File: src/rtl/rdds_regs.vh
// Purpose: Constants for the run-enable and dwell sequencer.
// Assumes: 100 MHz clk, frequencies in 0.01 Hz, times in 0.1 s.
// Notes:   Offsets are word indices on the plain register port.
// Operation
// - Run-enable mode 0 keeps operation permitted regardless of terminals.
// - Run-enable mode 1 takes permission from the assigned terminal.
// - Stop option 0 coasts: output block at once when permission drops.
// - Option 1 quick-stops; restart needs a fresh run command from outside.
// - Option 2 quick-stops, then resumes if permission returns with run on.
// - Quick-stop time 0.0 to 600.0 s, default 5.0 s, quick-stop only.
// - Start ramps to acc dwell frequency, holds, then accelerates to target.
// - Stop ramps to dec dwell frequency, holds, then decelerates to zero.
// - Dwell frequencies default 5.00 Hz, limited to start..maximum frequency.
// - A dwell with zero time or zero frequency is skipped.
// - Acc dwell only on first acceleration, not on resume or re-acceleration.
// - Dec dwell on stop ramps only, not on reference drops or brake control.
// - Dwell is available only when control mode is V/F, code 0.
`ifndef RDDS_REGS_VH
`define RDDS_REGS_VH

// ----------------------------------------
// Register indices
// ----------------------------------------
`define RDDS_OFF_RUN_EN_MODE  8'h00
`define RDDS_OFF_STOP_OPT     8'h01
`define RDDS_OFF_QSTOP_TIME   8'h02
`define RDDS_OFF_ACC_DW_FREQ  8'h03
`define RDDS_OFF_ACC_DW_TIME  8'h04
`define RDDS_OFF_DEC_DW_FREQ  8'h05
`define RDDS_OFF_DEC_DW_TIME  8'h06
`define RDDS_OFF_TARGET       8'h07
`define RDDS_OFF_ACC_TIME     8'h08
`define RDDS_OFF_DEC_TIME     8'h09
`define RDDS_OFF_START_FREQ   8'h0a
`define RDDS_OFF_MAX_FREQ     8'h0b
`define RDDS_OFF_CTRL_MODE    8'h0c
`define RDDS_OFF_TERM_FN0     8'h0d
`define RDDS_OFF_TERM_FN4     8'h11
`define RDDS_OFF_STATUS       8'h12
`define RDDS_OFF_FREQ         8'h13

// ----------------------------------------
// Reset values
// ----------------------------------------
`define RDDS_RST_RUN_EN_MODE  1'h1
`define RDDS_RST_STOP_OPT     2'h0
`define RDDS_RST_QSTOP_TIME   16'h0032
`define RDDS_RST_DW_FREQ      16'h01f4
`define RDDS_RST_DW_TIME      16'h0000
`define RDDS_RST_TARGET       16'h0000
`define RDDS_RST_RAMP_TIME    16'h0032
`define RDDS_RST_START_FREQ   16'h0032
`define RDDS_RST_MAX_FREQ     16'h1770
`define RDDS_RST_CTRL_MODE    2'h0
`define RDDS_RST_TERM_FN      6'h00

// ----------------------------------------
// Codes and limits
// ----------------------------------------
`define RDDS_FN_RUN_ENABLE    6'h0d
`define RDDS_RUNEN_ALWAYS     1'h0
`define RDDS_STOP_COAST       2'h0
`define RDDS_STOP_QSTOP       2'h1
`define RDDS_STOP_QRESUME     2'h2
`define RDDS_CTRL_VF          2'h0
`define RDDS_QSTOP_TIME_MAX   16'h1770
`define RDDS_ACC_DW_TIME_MAX  16'h0064
`define RDDS_DEC_DW_TIME_MAX  16'h0258

// ----------------------------------------
// Timing
// ----------------------------------------
`define RDDS_TICK_NS          100000000
`define RDDS_CLK_NS           10

`endif

File: src/rtl/rdds_sequencer.v
// Purpose: Run-enable gate, stop options and dwell frequency sequencing.
// Assumes: Terminals and run command are asynchronous pins.
// Notes:   Ramp rate is full maximum frequency over the programmed time.
//
// Decided for this implementation: the register offsets and the strobed register port.
`timescale 1ns/1ps
`include "rdds_regs.vh"

module rdds_sequencer #(
  parameter TICK_CYCLES = `RDDS_TICK_NS / `RDDS_CLK_NS
) (
  input  wire        clk,
  input  wire        rst_n,
  input  wire [7:0]  addr,
  input  wire [15:0] wdata,
  input  wire        wr_en,
  input  wire        rd_en,
  output reg  [15:0] rdata_ff,
  input  wire [4:0]  multi_function_input,
  input  wire        run_cmd,
  input  wire        ext_brake,
  output reg  [15:0] freq_ff,
  output reg         out_block_ff
);

  // ----------------------------------------
  // States
  // ----------------------------------------
  localparam [3:0] S_IDLE     = 4'h0;
  localparam [3:0] S_ACC_DW   = 4'h1;
  localparam [3:0] S_ACC_HOLD = 4'h2;
  localparam [3:0] S_RUN      = 4'h3;
  localparam [3:0] S_DEC_DW   = 4'h4;
  localparam [3:0] S_DEC_HOLD = 4'h5;
  localparam [3:0] S_DEC_STOP = 4'h6;
  localparam [3:0] S_QSTOP    = 4'h7;
  localparam [3:0] S_QS_WAIT  = 4'h8;

  localparam [39:0] TICK_C40  = TICK_CYCLES;

  // ----------------------------------------
  // Functions
  // ----------------------------------------
  function [39:0] ramp_cycles;
    input [15:0] t_ds;
    begin
      ramp_cycles = {24'h0, t_ds} * TICK_C40;
    end
  endfunction

  function [15:0] clamp_rng;
    input [15:0] v;
    input [15:0] lo;
    input [15:0] hi;
    begin
      if (v < lo)
        clamp_rng = lo;
      else if (v > hi)
        clamp_rng = hi;
      else
        clamp_rng = v;
    end
  endfunction

  // ----------------------------------------
  // Registers and synchronisers
  // ----------------------------------------
  reg         run_en_mode_ff;
  reg  [1:0]  stop_opt_ff;
  reg  [15:0] qstop_time_ff;
  reg  [15:0] acc_dw_freq_ff;
  reg  [15:0] acc_dw_time_ff;
  reg  [15:0] dec_dw_freq_ff;
  reg  [15:0] dec_dw_time_ff;
  reg  [15:0] target_ff;
  reg  [15:0] acc_time_ff;
  reg  [15:0] dec_time_ff;
  reg  [15:0] start_freq_ff;
  reg  [15:0] max_freq_ff;
  reg  [1:0]  ctrl_mode_ff;
  reg  [5:0]  term_fn_ff [0:4];
  reg  [4:0]  di_meta_ff;
  reg  [4:0]  di_sync_ff;
  reg         run_meta_ff;
  reg         run_sync_ff;
  reg         brk_meta_ff;
  reg         brk_sync_ff;
  reg  [3:0]  state_ff;
  reg  [3:0]  nxt_state;
  reg  [15:0] timer_ff;
  reg  [15:0] nxt_timer;
  reg         dw_done_ff;
  reg         nxt_dw_done;
  reg  [39:0] acc_ff;
  reg  [39:0] nxt_acc;
  reg  [15:0] nxt_freq;
  reg  [15:0] setpoint;
  reg  [15:0] rate_time;
  reg  [39:0] acc_sum;
  reg  [39:0] rate_cyc;
  reg  [4:0]  fn_match;
  wire        tick;
  wire [15:0] status;
  wire        run_permit;
  wire        dwell_ok;
  wire        acc_dw_en;
  wire        dec_dw_en;
  wire [15:0] acc_dw_f;
  wire [15:0] dec_dw_f;
  wire [15:0] tgt;
  wire        at_sp;
  wire [2:0]  fn_idx;
  integer     i;
  integer     j;

  rdds_tick #(
    .TICK_CYCLES (TICK_CYCLES)
  ) u_tick (
    .clk     (clk),
    .rst_n   (rst_n),
    .tick_ff (tick)
  );

  // Pins are asynchronous; only the second stage feeds logic
  always @(posedge clk) begin
    if (!rst_n) begin
      di_meta_ff  <= 5'h0;
      di_sync_ff  <= 5'h0;
      run_meta_ff <= 1'b0;
      run_sync_ff <= 1'b0;
      brk_meta_ff <= 1'b0;
      brk_sync_ff <= 1'b0;
    end else begin
      di_meta_ff  <= multi_function_input;
      di_sync_ff  <= di_meta_ff;
      run_meta_ff <= run_cmd;
      run_sync_ff <= run_meta_ff;
      brk_meta_ff <= ext_brake;
      brk_sync_ff <= brk_meta_ff;
    end
  end

  // ----------------------------------------
  // Register port
  // ----------------------------------------
  assign fn_idx = addr[2:0] - 3'h5;
  assign status = {9'h0, out_block_ff, dw_done_ff, run_permit, state_ff};

  always @(posedge clk) begin
    if (!rst_n) begin
      run_en_mode_ff <= `RDDS_RST_RUN_EN_MODE;
      stop_opt_ff    <= `RDDS_RST_STOP_OPT;
      qstop_time_ff  <= `RDDS_RST_QSTOP_TIME;
      acc_dw_freq_ff <= `RDDS_RST_DW_FREQ;
      acc_dw_time_ff <= `RDDS_RST_DW_TIME;
      dec_dw_freq_ff <= `RDDS_RST_DW_FREQ;
      dec_dw_time_ff <= `RDDS_RST_DW_TIME;
      target_ff      <= `RDDS_RST_TARGET;
      acc_time_ff    <= `RDDS_RST_RAMP_TIME;
      dec_time_ff    <= `RDDS_RST_RAMP_TIME;
      start_freq_ff  <= `RDDS_RST_START_FREQ;
      max_freq_ff    <= `RDDS_RST_MAX_FREQ;
      ctrl_mode_ff   <= `RDDS_RST_CTRL_MODE;
      for (i = 0; i < 5; i = i + 1) begin
        term_fn_ff[i] <= `RDDS_RST_TERM_FN;
      end
    end else if (wr_en) begin
      if (addr == `RDDS_OFF_RUN_EN_MODE) begin
        run_en_mode_ff <= wdata[0];
      end else if (addr == `RDDS_OFF_STOP_OPT) begin
        // Code 3 is not an option; fall back to coast
        stop_opt_ff <= (wdata[1:0] == 2'h3) ? `RDDS_STOP_COAST : wdata[1:0];
      end else if (addr == `RDDS_OFF_QSTOP_TIME) begin
        qstop_time_ff <= clamp_rng(wdata, 16'h0,
                                   `RDDS_QSTOP_TIME_MAX);
      end else if (addr == `RDDS_OFF_ACC_DW_FREQ) begin
        acc_dw_freq_ff <= wdata;
      end else if (addr == `RDDS_OFF_ACC_DW_TIME) begin
        acc_dw_time_ff <= clamp_rng(wdata, 16'h0,
                                    `RDDS_ACC_DW_TIME_MAX);
      end else if (addr == `RDDS_OFF_DEC_DW_FREQ) begin
        dec_dw_freq_ff <= wdata;
      end else if (addr == `RDDS_OFF_DEC_DW_TIME) begin
        dec_dw_time_ff <= clamp_rng(wdata, 16'h0,
                                    `RDDS_DEC_DW_TIME_MAX);
      end else if (addr == `RDDS_OFF_TARGET) begin
        target_ff <= wdata;
      end else if (addr == `RDDS_OFF_ACC_TIME) begin
        acc_time_ff <= wdata;
      end else if (addr == `RDDS_OFF_DEC_TIME) begin
        dec_time_ff <= wdata;
      end else if (addr == `RDDS_OFF_START_FREQ) begin
        start_freq_ff <= wdata;
      end else if (addr == `RDDS_OFF_MAX_FREQ) begin
        max_freq_ff <= wdata;
      end else if (addr == `RDDS_OFF_CTRL_MODE) begin
        ctrl_mode_ff <= wdata[1:0];
      end else if (addr >= `RDDS_OFF_TERM_FN0 &&
                   addr <= `RDDS_OFF_TERM_FN4) begin
        term_fn_ff[fn_idx] <= wdata[5:0];
      end
    end
  end

  // Read data stands only in the cycle after the strobe
  always @(posedge clk) begin
    if (!rst_n || !rd_en) begin
      rdata_ff <= 16'h0;
    end else if (addr == `RDDS_OFF_RUN_EN_MODE) begin
      rdata_ff <= {15'h0, run_en_mode_ff};
    end else if (addr == `RDDS_OFF_STOP_OPT) begin
      rdata_ff <= {14'h0, stop_opt_ff};
    end else if (addr == `RDDS_OFF_QSTOP_TIME) begin
      rdata_ff <= qstop_time_ff;
    end else if (addr == `RDDS_OFF_ACC_DW_FREQ) begin
      rdata_ff <= acc_dw_freq_ff;
    end else if (addr == `RDDS_OFF_ACC_DW_TIME) begin
      rdata_ff <= acc_dw_time_ff;
    end else if (addr == `RDDS_OFF_DEC_DW_FREQ) begin
      rdata_ff <= dec_dw_freq_ff;
    end else if (addr == `RDDS_OFF_DEC_DW_TIME) begin
      rdata_ff <= dec_dw_time_ff;
    end else if (addr == `RDDS_OFF_TARGET) begin
      rdata_ff <= target_ff;
    end else if (addr == `RDDS_OFF_ACC_TIME) begin
      rdata_ff <= acc_time_ff;
    end else if (addr == `RDDS_OFF_DEC_TIME) begin
      rdata_ff <= dec_time_ff;
    end else if (addr == `RDDS_OFF_START_FREQ) begin
      rdata_ff <= start_freq_ff;
    end else if (addr == `RDDS_OFF_MAX_FREQ) begin
      rdata_ff <= max_freq_ff;
    end else if (addr == `RDDS_OFF_CTRL_MODE) begin
      rdata_ff <= {14'h0, ctrl_mode_ff};
    end else if (addr >= `RDDS_OFF_TERM_FN0 &&
                 addr <= `RDDS_OFF_TERM_FN4) begin
      rdata_ff <= {10'h0, term_fn_ff[fn_idx]};
    end else if (addr == `RDDS_OFF_STATUS) begin
      rdata_ff <= status;
    end else if (addr == `RDDS_OFF_FREQ) begin
      rdata_ff <= freq_ff;
    end else begin
      rdata_ff <= 16'h0;
    end
  end

  // ----------------------------------------
  // Permission and dwell qualification
  // ----------------------------------------
  always @* begin
    for (j = 0; j < 5; j = j + 1) begin
      fn_match[j] = (term_fn_ff[j] == `RDDS_FN_RUN_ENABLE);
    end
  end

  // No terminal assigned means nothing can withhold permission
  assign run_permit = (run_en_mode_ff == `RDDS_RUNEN_ALWAYS) ||
                      (fn_match == 5'h0) ||
                      ((di_sync_ff & fn_match) != 5'h0);

  assign dwell_ok  = (ctrl_mode_ff == `RDDS_CTRL_VF);
  assign acc_dw_en = dwell_ok && (acc_dw_time_ff != 16'h0) &&
                     (acc_dw_freq_ff != 16'h0);
  assign dec_dw_en = dwell_ok && (dec_dw_time_ff != 16'h0) &&
                     (dec_dw_freq_ff != 16'h0);
  assign acc_dw_f  = clamp_rng(acc_dw_freq_ff, start_freq_ff,
                               max_freq_ff);
  assign dec_dw_f  = clamp_rng(dec_dw_freq_ff, start_freq_ff,
                               max_freq_ff);
  assign tgt       = (target_ff > max_freq_ff) ? max_freq_ff : target_ff;
  assign at_sp     = (freq_ff == setpoint);

  // ----------------------------------------
  // Sequencer
  // ----------------------------------------
  always @* begin
    nxt_state   = state_ff;
    nxt_timer   = timer_ff;
    nxt_dw_done = dw_done_ff;
    case (state_ff)
      S_IDLE: begin
        if (!run_sync_ff) begin
          nxt_dw_done = 1'b0;
        end else if (run_permit) begin
          if (acc_dw_en && !dw_done_ff && tgt > acc_dw_f) begin
            nxt_state   = S_ACC_DW;
            nxt_dw_done = 1'b1;
          end else begin
            nxt_state = S_RUN;
          end
        end
      end
      S_ACC_DW: begin
        if (at_sp) begin
          nxt_state = S_ACC_HOLD;
          nxt_timer = 16'h0;
        end
      end
      S_ACC_HOLD: begin
        if (timer_ff >= acc_dw_time_ff) begin
          nxt_state = S_RUN;
        end else if (tick) begin
          nxt_timer = timer_ff + 16'h1;
        end
      end
      S_DEC_DW: begin
        if (brk_sync_ff) begin
          nxt_state = S_DEC_STOP;
        end else if (at_sp) begin
          nxt_state = S_DEC_HOLD;
          nxt_timer = 16'h0;
        end
      end
      S_DEC_HOLD: begin
        if (timer_ff >= dec_dw_time_ff) begin
          nxt_state = S_DEC_STOP;
        end else if (tick) begin
          nxt_timer = timer_ff + 16'h1;
        end
      end
      S_DEC_STOP: begin
        if (freq_ff == 16'h0) begin
          nxt_state = S_IDLE;
        end
      end
      S_QSTOP: begin
        if (freq_ff == 16'h0) begin
          nxt_state = S_QS_WAIT;
        end
      end
      S_QS_WAIT: begin
        if (!run_sync_ff) begin
          nxt_state = S_IDLE;
        end else if (stop_opt_ff == `RDDS_STOP_QRESUME && run_permit) begin
          nxt_state = S_RUN;
        end
      end
      default: begin
        nxt_state = state_ff;
      end
    endcase
    // Stop and re-run requests from the acc, run and dec states
    if (state_ff == S_ACC_DW || state_ff == S_ACC_HOLD ||
        state_ff == S_RUN) begin
      if (!run_sync_ff) begin
        if (dec_dw_en && !brk_sync_ff && freq_ff > dec_dw_f)
          nxt_state = S_DEC_DW;
        else
          nxt_state = S_DEC_STOP;
      end
    end else if (state_ff == S_DEC_DW || state_ff == S_DEC_HOLD ||
                 state_ff == S_DEC_STOP) begin
      if (run_sync_ff)
        nxt_state = S_RUN;
    end
    // Loss of permission overrides everything while active
    if (state_ff != S_IDLE && state_ff != S_QSTOP &&
        state_ff != S_QS_WAIT && !run_permit) begin
      if (stop_opt_ff == `RDDS_STOP_COAST)
        nxt_state = S_IDLE;
      else
        nxt_state = S_QSTOP;
    end
  end

  // ----------------------------------------
  // Ramp engine
  // ----------------------------------------
  // One 0.01 Hz step per overflow; full scale spans the ramp time
  always @* begin
    setpoint  = 16'h0;
    rate_time = 16'h0;
    case (state_ff)
      S_ACC_DW, S_ACC_HOLD: begin
        setpoint  = acc_dw_f;
        rate_time = acc_time_ff;
      end
      S_RUN: begin
        setpoint  = tgt;
        rate_time = (freq_ff < tgt) ? acc_time_ff : dec_time_ff;
      end
      S_DEC_DW, S_DEC_HOLD: begin
        setpoint  = dec_dw_f;
        rate_time = dec_time_ff;
      end
      S_DEC_STOP: begin
        rate_time = dec_time_ff;
      end
      S_QSTOP: begin
        rate_time = qstop_time_ff;
      end
      default: begin
        setpoint  = 16'h0;
      end
    endcase
    rate_cyc = ramp_cycles(rate_time);
    acc_sum  = acc_ff + {24'h0, max_freq_ff};
    nxt_freq = freq_ff;
    nxt_acc  = 40'h0;
    if (state_ff == S_IDLE || state_ff == S_QS_WAIT) begin
      nxt_freq = 16'h0;
    end else if (!at_sp) begin
      if (rate_cyc == 40'h0) begin
        nxt_freq = setpoint;
      end else if (acc_sum >= rate_cyc) begin
        nxt_acc  = acc_sum - rate_cyc;
        nxt_freq = (freq_ff < setpoint) ? freq_ff + 16'h1 :
                                          freq_ff - 16'h1;
      end else begin
        nxt_acc = acc_sum;
      end
    end
  end

  always @(posedge clk) begin
    if (!rst_n) begin
      state_ff     <= S_IDLE;
      timer_ff     <= 16'h0;
      dw_done_ff   <= 1'b0;
      acc_ff       <= 40'h0;
      freq_ff      <= 16'h0;
      out_block_ff <= 1'b1;
    end else begin
      state_ff     <= nxt_state;
      timer_ff     <= nxt_timer;
      dw_done_ff   <= nxt_dw_done;
      acc_ff       <= nxt_acc;
      freq_ff      <= (nxt_state == S_IDLE) ? 16'h0 : nxt_freq;
      out_block_ff <= (nxt_state == S_IDLE) ||
                      (nxt_state == S_QS_WAIT);
    end
  end

endmodule // rdds_sequencer

File: src/rtl/rdds_tick.v
// Purpose: 0.1 s time-base tick from the system clock.
// Assumes: Synchronous active-low reset.
// Notes:   One-cycle pulse every TICK_CYCLES clocks.
`timescale 1ns/1ps
`include "rdds_regs.vh"

module rdds_tick #(
  parameter TICK_CYCLES = `RDDS_TICK_NS / `RDDS_CLK_NS
) (
  input  wire        clk,
  input  wire        rst_n,
  output reg         tick_ff
);

  localparam [31:0] LAST = TICK_CYCLES - 1;

  reg  [31:0] cnt_ff;

  always @(posedge clk) begin
    if (!rst_n) begin
      cnt_ff  <= 32'h0;
      tick_ff <= 1'b0;
    end else if (cnt_ff >= LAST) begin
      cnt_ff  <= 32'h0;
      tick_ff <= 1'b1;
    end else begin
      cnt_ff  <= cnt_ff + 32'h1;
      tick_ff <= 1'b0;
    end
  end

endmodule // rdds_tick

File: config.mk
export PLATFORM = sky130hd
export DESIGN_NAME = rdds_sequencer
export DESIGN_NICKNAME = d
export VERILOG_FILES = /design/src/rtl/rdds_sequencer.v /design/src/rtl/rdds_tick.v
export VERILOG_INCLUDE_DIRS = /design/src /design/src/rtl
export SDC_FILE = /design/constraint.sdc
export NUM_CORES = 2
export LEC_CHECK = 0
export ABC_CLOCK_PERIOD_IN_PS = 35500
export BUFFER_PORTS_ARGS = -buffer_cell sky130_fd_sc_hd__buf_2
export CAP_MARGIN = 40
export CORE_MARGIN = 5
export CORE_UTILIZATION = 64
export CTS_CLUSTER_DIAMETER = 200
export DETAILED_ROUTE_END_ITERATION = 6
export GPL_TIMING_DRIVEN = 0
export PLACE_DENSITY = 0.87
export SYNTH_ARGS = -nofsm -noshare
export SYNTH_HDL_FRONTEND = slang
export SYNTH_SLANG_ARGS = --single-unit
export TNS_END_PERCENT = 50
File: constraint.sdc
create_clock -name clk -period 35.5 [get_ports clk]
set_clock_uncertainty 0.15 [all_clocks]
set_input_delay 7.1 -clock clk [delete_from_list [all_inputs] [get_ports clk]]
set_output_delay 7.1 -clock clk [all_outputs]
set_load 0.01 [all_outputs]
==> results.ini <==
[status]
status = finished with violations
violations = design-rule violations

[timing]
max-slew-margin-rel_pct = 32.4
finalCritPeriodShare_pct = 44.7
fin_hold_ws_ps = 282
finalSetupViolCount = 0
rsz0062_at_grt = false
timing.final.crit_period_ps = 15880
max_freq_mhz = 63.0
setup_ws_ps = 19620
hold_violations = 0
finalMaxSlewViolations = 0
tightest_slew_ps = 1010
tns_ps = 0

[synthesis]
synth.area.top_cells = dfxtp_1 (21%), ha_1 (16%), edfxtp_1 (4.9%), fa_1 (4.7%), nand2_1 (4.3%)
synth_top_area_share_pct = 20.7
synth_cell_types = 98
netlist_area_um2 = 29600
yosys_warnings = 0
ys_seq_area_share_pct = 25.6
yosys.area.top_type = dfxtp_1
synthArstFlopShare_pct = 0
ys_seq_elements = 354
synth-edff-count = 48
synth_flop_cell = dfxtp_1
synthCells = 3528
synth.avg_cell_area_um2 = 8.39

[clock_tree]
htree_levels = 2
cts_tree = built
post-cts-setup-buffer-count = 0
cts_resized = 0
cts_sinks = 354
insertion_delay_ps = 610
numCtsBuffers = 40
clk_path_buf_depth = 3
hold_buffers = 0
cts_root_buf = clkbuf_16
clk_pin_slew_ps = 70

[setup_path]
crit_path_start_kind = register
worstSetupPathType = reg2reg
arrival_ps = 16190
critPathMaxStageDelay_ps = 760
slowest_stage = a221oi_1
cpLargestDelayFamily = compound AO/OA/AOI/OAI gates
cp_max_fo = 10
path_buf_inv = 13
cp.depth = 53
reg2regPathDepth = 53
crit_path_frequent_cell = inv_1
cp-end-kind = register
worstPathRequired_ps = 35810

[drt]
drt_iter0_drc = 3914
ant_nets = 0
vias = 28660
wl_per_cell_um = 24.5
via_per_inst = 6.69
drc = 19
wl_mm = 105
firstDrtPassIters = 7

[final_layout]
fin_nets = 4147
num-fill-cells = 3579
diodes = 0
finalInstanceArea_um2 = 32100
areaGrowthSynthToFinish_pct = 8.65
layout-drive-gt1-share_pct = 6.70
seq_area_um2 = 7570
reg_top3 = term_fn_ff x48, acc_ff x40, u_tick.cnt_ff x32
top_register = term_fn_ff
multi_input_area_um2 = 20300
fin_util_pct = 70.5
largest_register_ffs = 48

[global_routing]
gr-total-overflow = 0
grt_use_total_pct = 40.3
grt_pass1_vias = 27586
grt_max_degree = 17
grt_pass1_wl_mm = 159
antenna_found_initial = 2

[pwr]
intPower_uw = 1360
p_seq_share_pct = 17.4
clkPwrFrac_pct = 16.1
p_leak_uw = 0.0140
vdd_drop_max_mv = 0.158
p_sw_share_pct = 48.4
p_sw_uw = 1280
powerDensity_nw_per_um2 = 82.3
comb_power_share_pct = 66.5

[placement]
routabilityCongestion = 1.06
detailed_place_hpwl_mm = 81.2
place_area_um2 = 30800
dp_slack_ps = 20260
io_buffer_count = 56

[die]
die_h_um = 225
die_area_um2 = 50600
coreArea_um2 = 45600
chipWidth_um = 225
io_pins = 68
start_util_pct = 64.9
fp-row-count = 78

[min_path]
hold_path_class = reg2reg
hold_depth = 1

[job]
maxCapViolCount = 0

[metrics by stage]
stage | power (µW) | std cells
2_1_floorplan | 1760 | 3535
3_3_place_gp | 2120 | 4191
3_5_place_dp | 2170 | 4211
4_1_cts | 2610 | 4284
5_1_grt | 2850 | 4285
6_report | 2640 | 4285
[kinds of logic (layout without fill, tap and decap cells)]
kind of cell / after synthesis / after routing / synth area share [%]
muxes: 146 / 146 / 5.57
adders and majority gates: 458 / 458 / 21.1
other: 1 / 8 / 0.0127
DFF: 354 / 354 / 25.6
and+or+nand+nor: 1137 / 1137 / 18.4
xor gates and xnor gates: 123 / 123 / 3.64
buffers and inverters: 454 / 604 / 5.91
AOI/OAI and AO/OA: 855 / 855 / 19.8
[final timing paths]
kind	from	endpoint	slack, ps
hold / removal	di_meta_ff[3]$_SDFF_PN0_	di_sync_ff[3]$_SDFF_PN0_	280
hold reg to reg	di_meta_ff[3]$_SDFF_PN0_	di_sync_ff[3]$_SDFF_PN0_	280
setup / recovery	max_freq_ff[1]$_SDFFE_PN0P_	acc_ff[22]$_SDFF_PP0_	19620
setup reg to reg	max_freq_ff[1]$_SDFFE_PN0P_	acc_ff[22]$_SDFF_PP0_	19620
[layout make-up]
class                      count  share of cell area, %
multi-input combinational   2727                   63.2
sequential                   354                   23.5
inverter                     294                   3.43
clock buffer                  51                   3.37
tap                          600                   2.34
buffer                       160                   2.01
timing repair buffer          77                   1.39
clock inverter                22                  0.740
[cells in the mapped netlist, types with 17 or more instances]
| library cell | count |
|---|---|
| a31oi_1 | 20 |
| nand2_1 | 342 |
| edfxtp_1 | 48 |
| a21oi_1 | 232 |
| xnor2_1 | 70 |
| mux2_2 | 19 |
| nand4_1 | 59 |
| nor3_1 | 71 |
| nor2_1 | 310 |
| a21o_1 | 72 |
| nand2b_1 | 28 |
| nor4_1 | 45 |
| a22oi_1 | 26 |
| o21a_1 | 31 |
| and2_1 | 54 |
| a221oi_1 | 55 |
| o2111ai_1 | 17 |
| xor2_1 | 53 |
| ha_1 | 389 |
| and3_1 | 50 |
| fa_1 | 69 |
| dfxtp_1 | 306 |
| o211ai_1 | 41 |
| a211o_1 | 22 |
| inv_1 | 290 |
| a211oi_1 | 32 |
| nor2b_1 | 31 |
| nand3_1 | 72 |
| o21ai_0 | 139 |
| mux2i_1 | 114 |
| clkbuf_1 | 134 |
[power by group through the flow]
stage	Clock, µW	Combinational [µW]	Sequential [µW]
6_report	427	1760	459
5_1_grt	444	1940	460
4_1_cts	425	1730	458
3_5_place_dp	0	1710	466
3_3_place_gp	0	1660	466
2_1_floorplan	0	1300	458
[metal layers]
| layer | up-vias | GRT usage [%] | wire [µm] |
|---|---|---|---|
| met5 | - | 0 | 35 |
| li1 | 13013 | - | - |
| met2 | 1794 | 63.4 | 45600 |
| met3 | 538 | 9.21 | 11300 |
| met4 | 4 | 28.2 | 9420 |
| met1 | 13311 | 49.0 | 38500 |
[cell usage in the layout, fill, tap and decap left out, types with 12 or more instances in the layout]
cell and count:
ha_1 389, nand2_1 342, nor2_1 310, dfxtp_1 306, inv_1 290, a21oi_1 231
clkbuf_1 141, o21ai_0 139, mux2i_1 114, buf_2 79, a21o_1 72, nand3_1 72
nor3_1 70, xnor2_1 70, fa_1 69, nand4_1 59, a221oi_1 55, and2_1 54
xor2_1 53, and3_1 50, edfxtp_1 48, nor4_1 45, o211ai_1 41, clkbuf_16 41
a211oi_1 32, o21a_1 31, nor2b_1 31, nand2b_1 28, a22oi_1 26, a211o_1 22
a31oi_1 20, mux2_2 19, o2111ai_1 17, or3_1 14, o31ai_1 13, or2_2 13
a221o_1 13, mux4_2 12
Power figures use the tool's default switching activity.
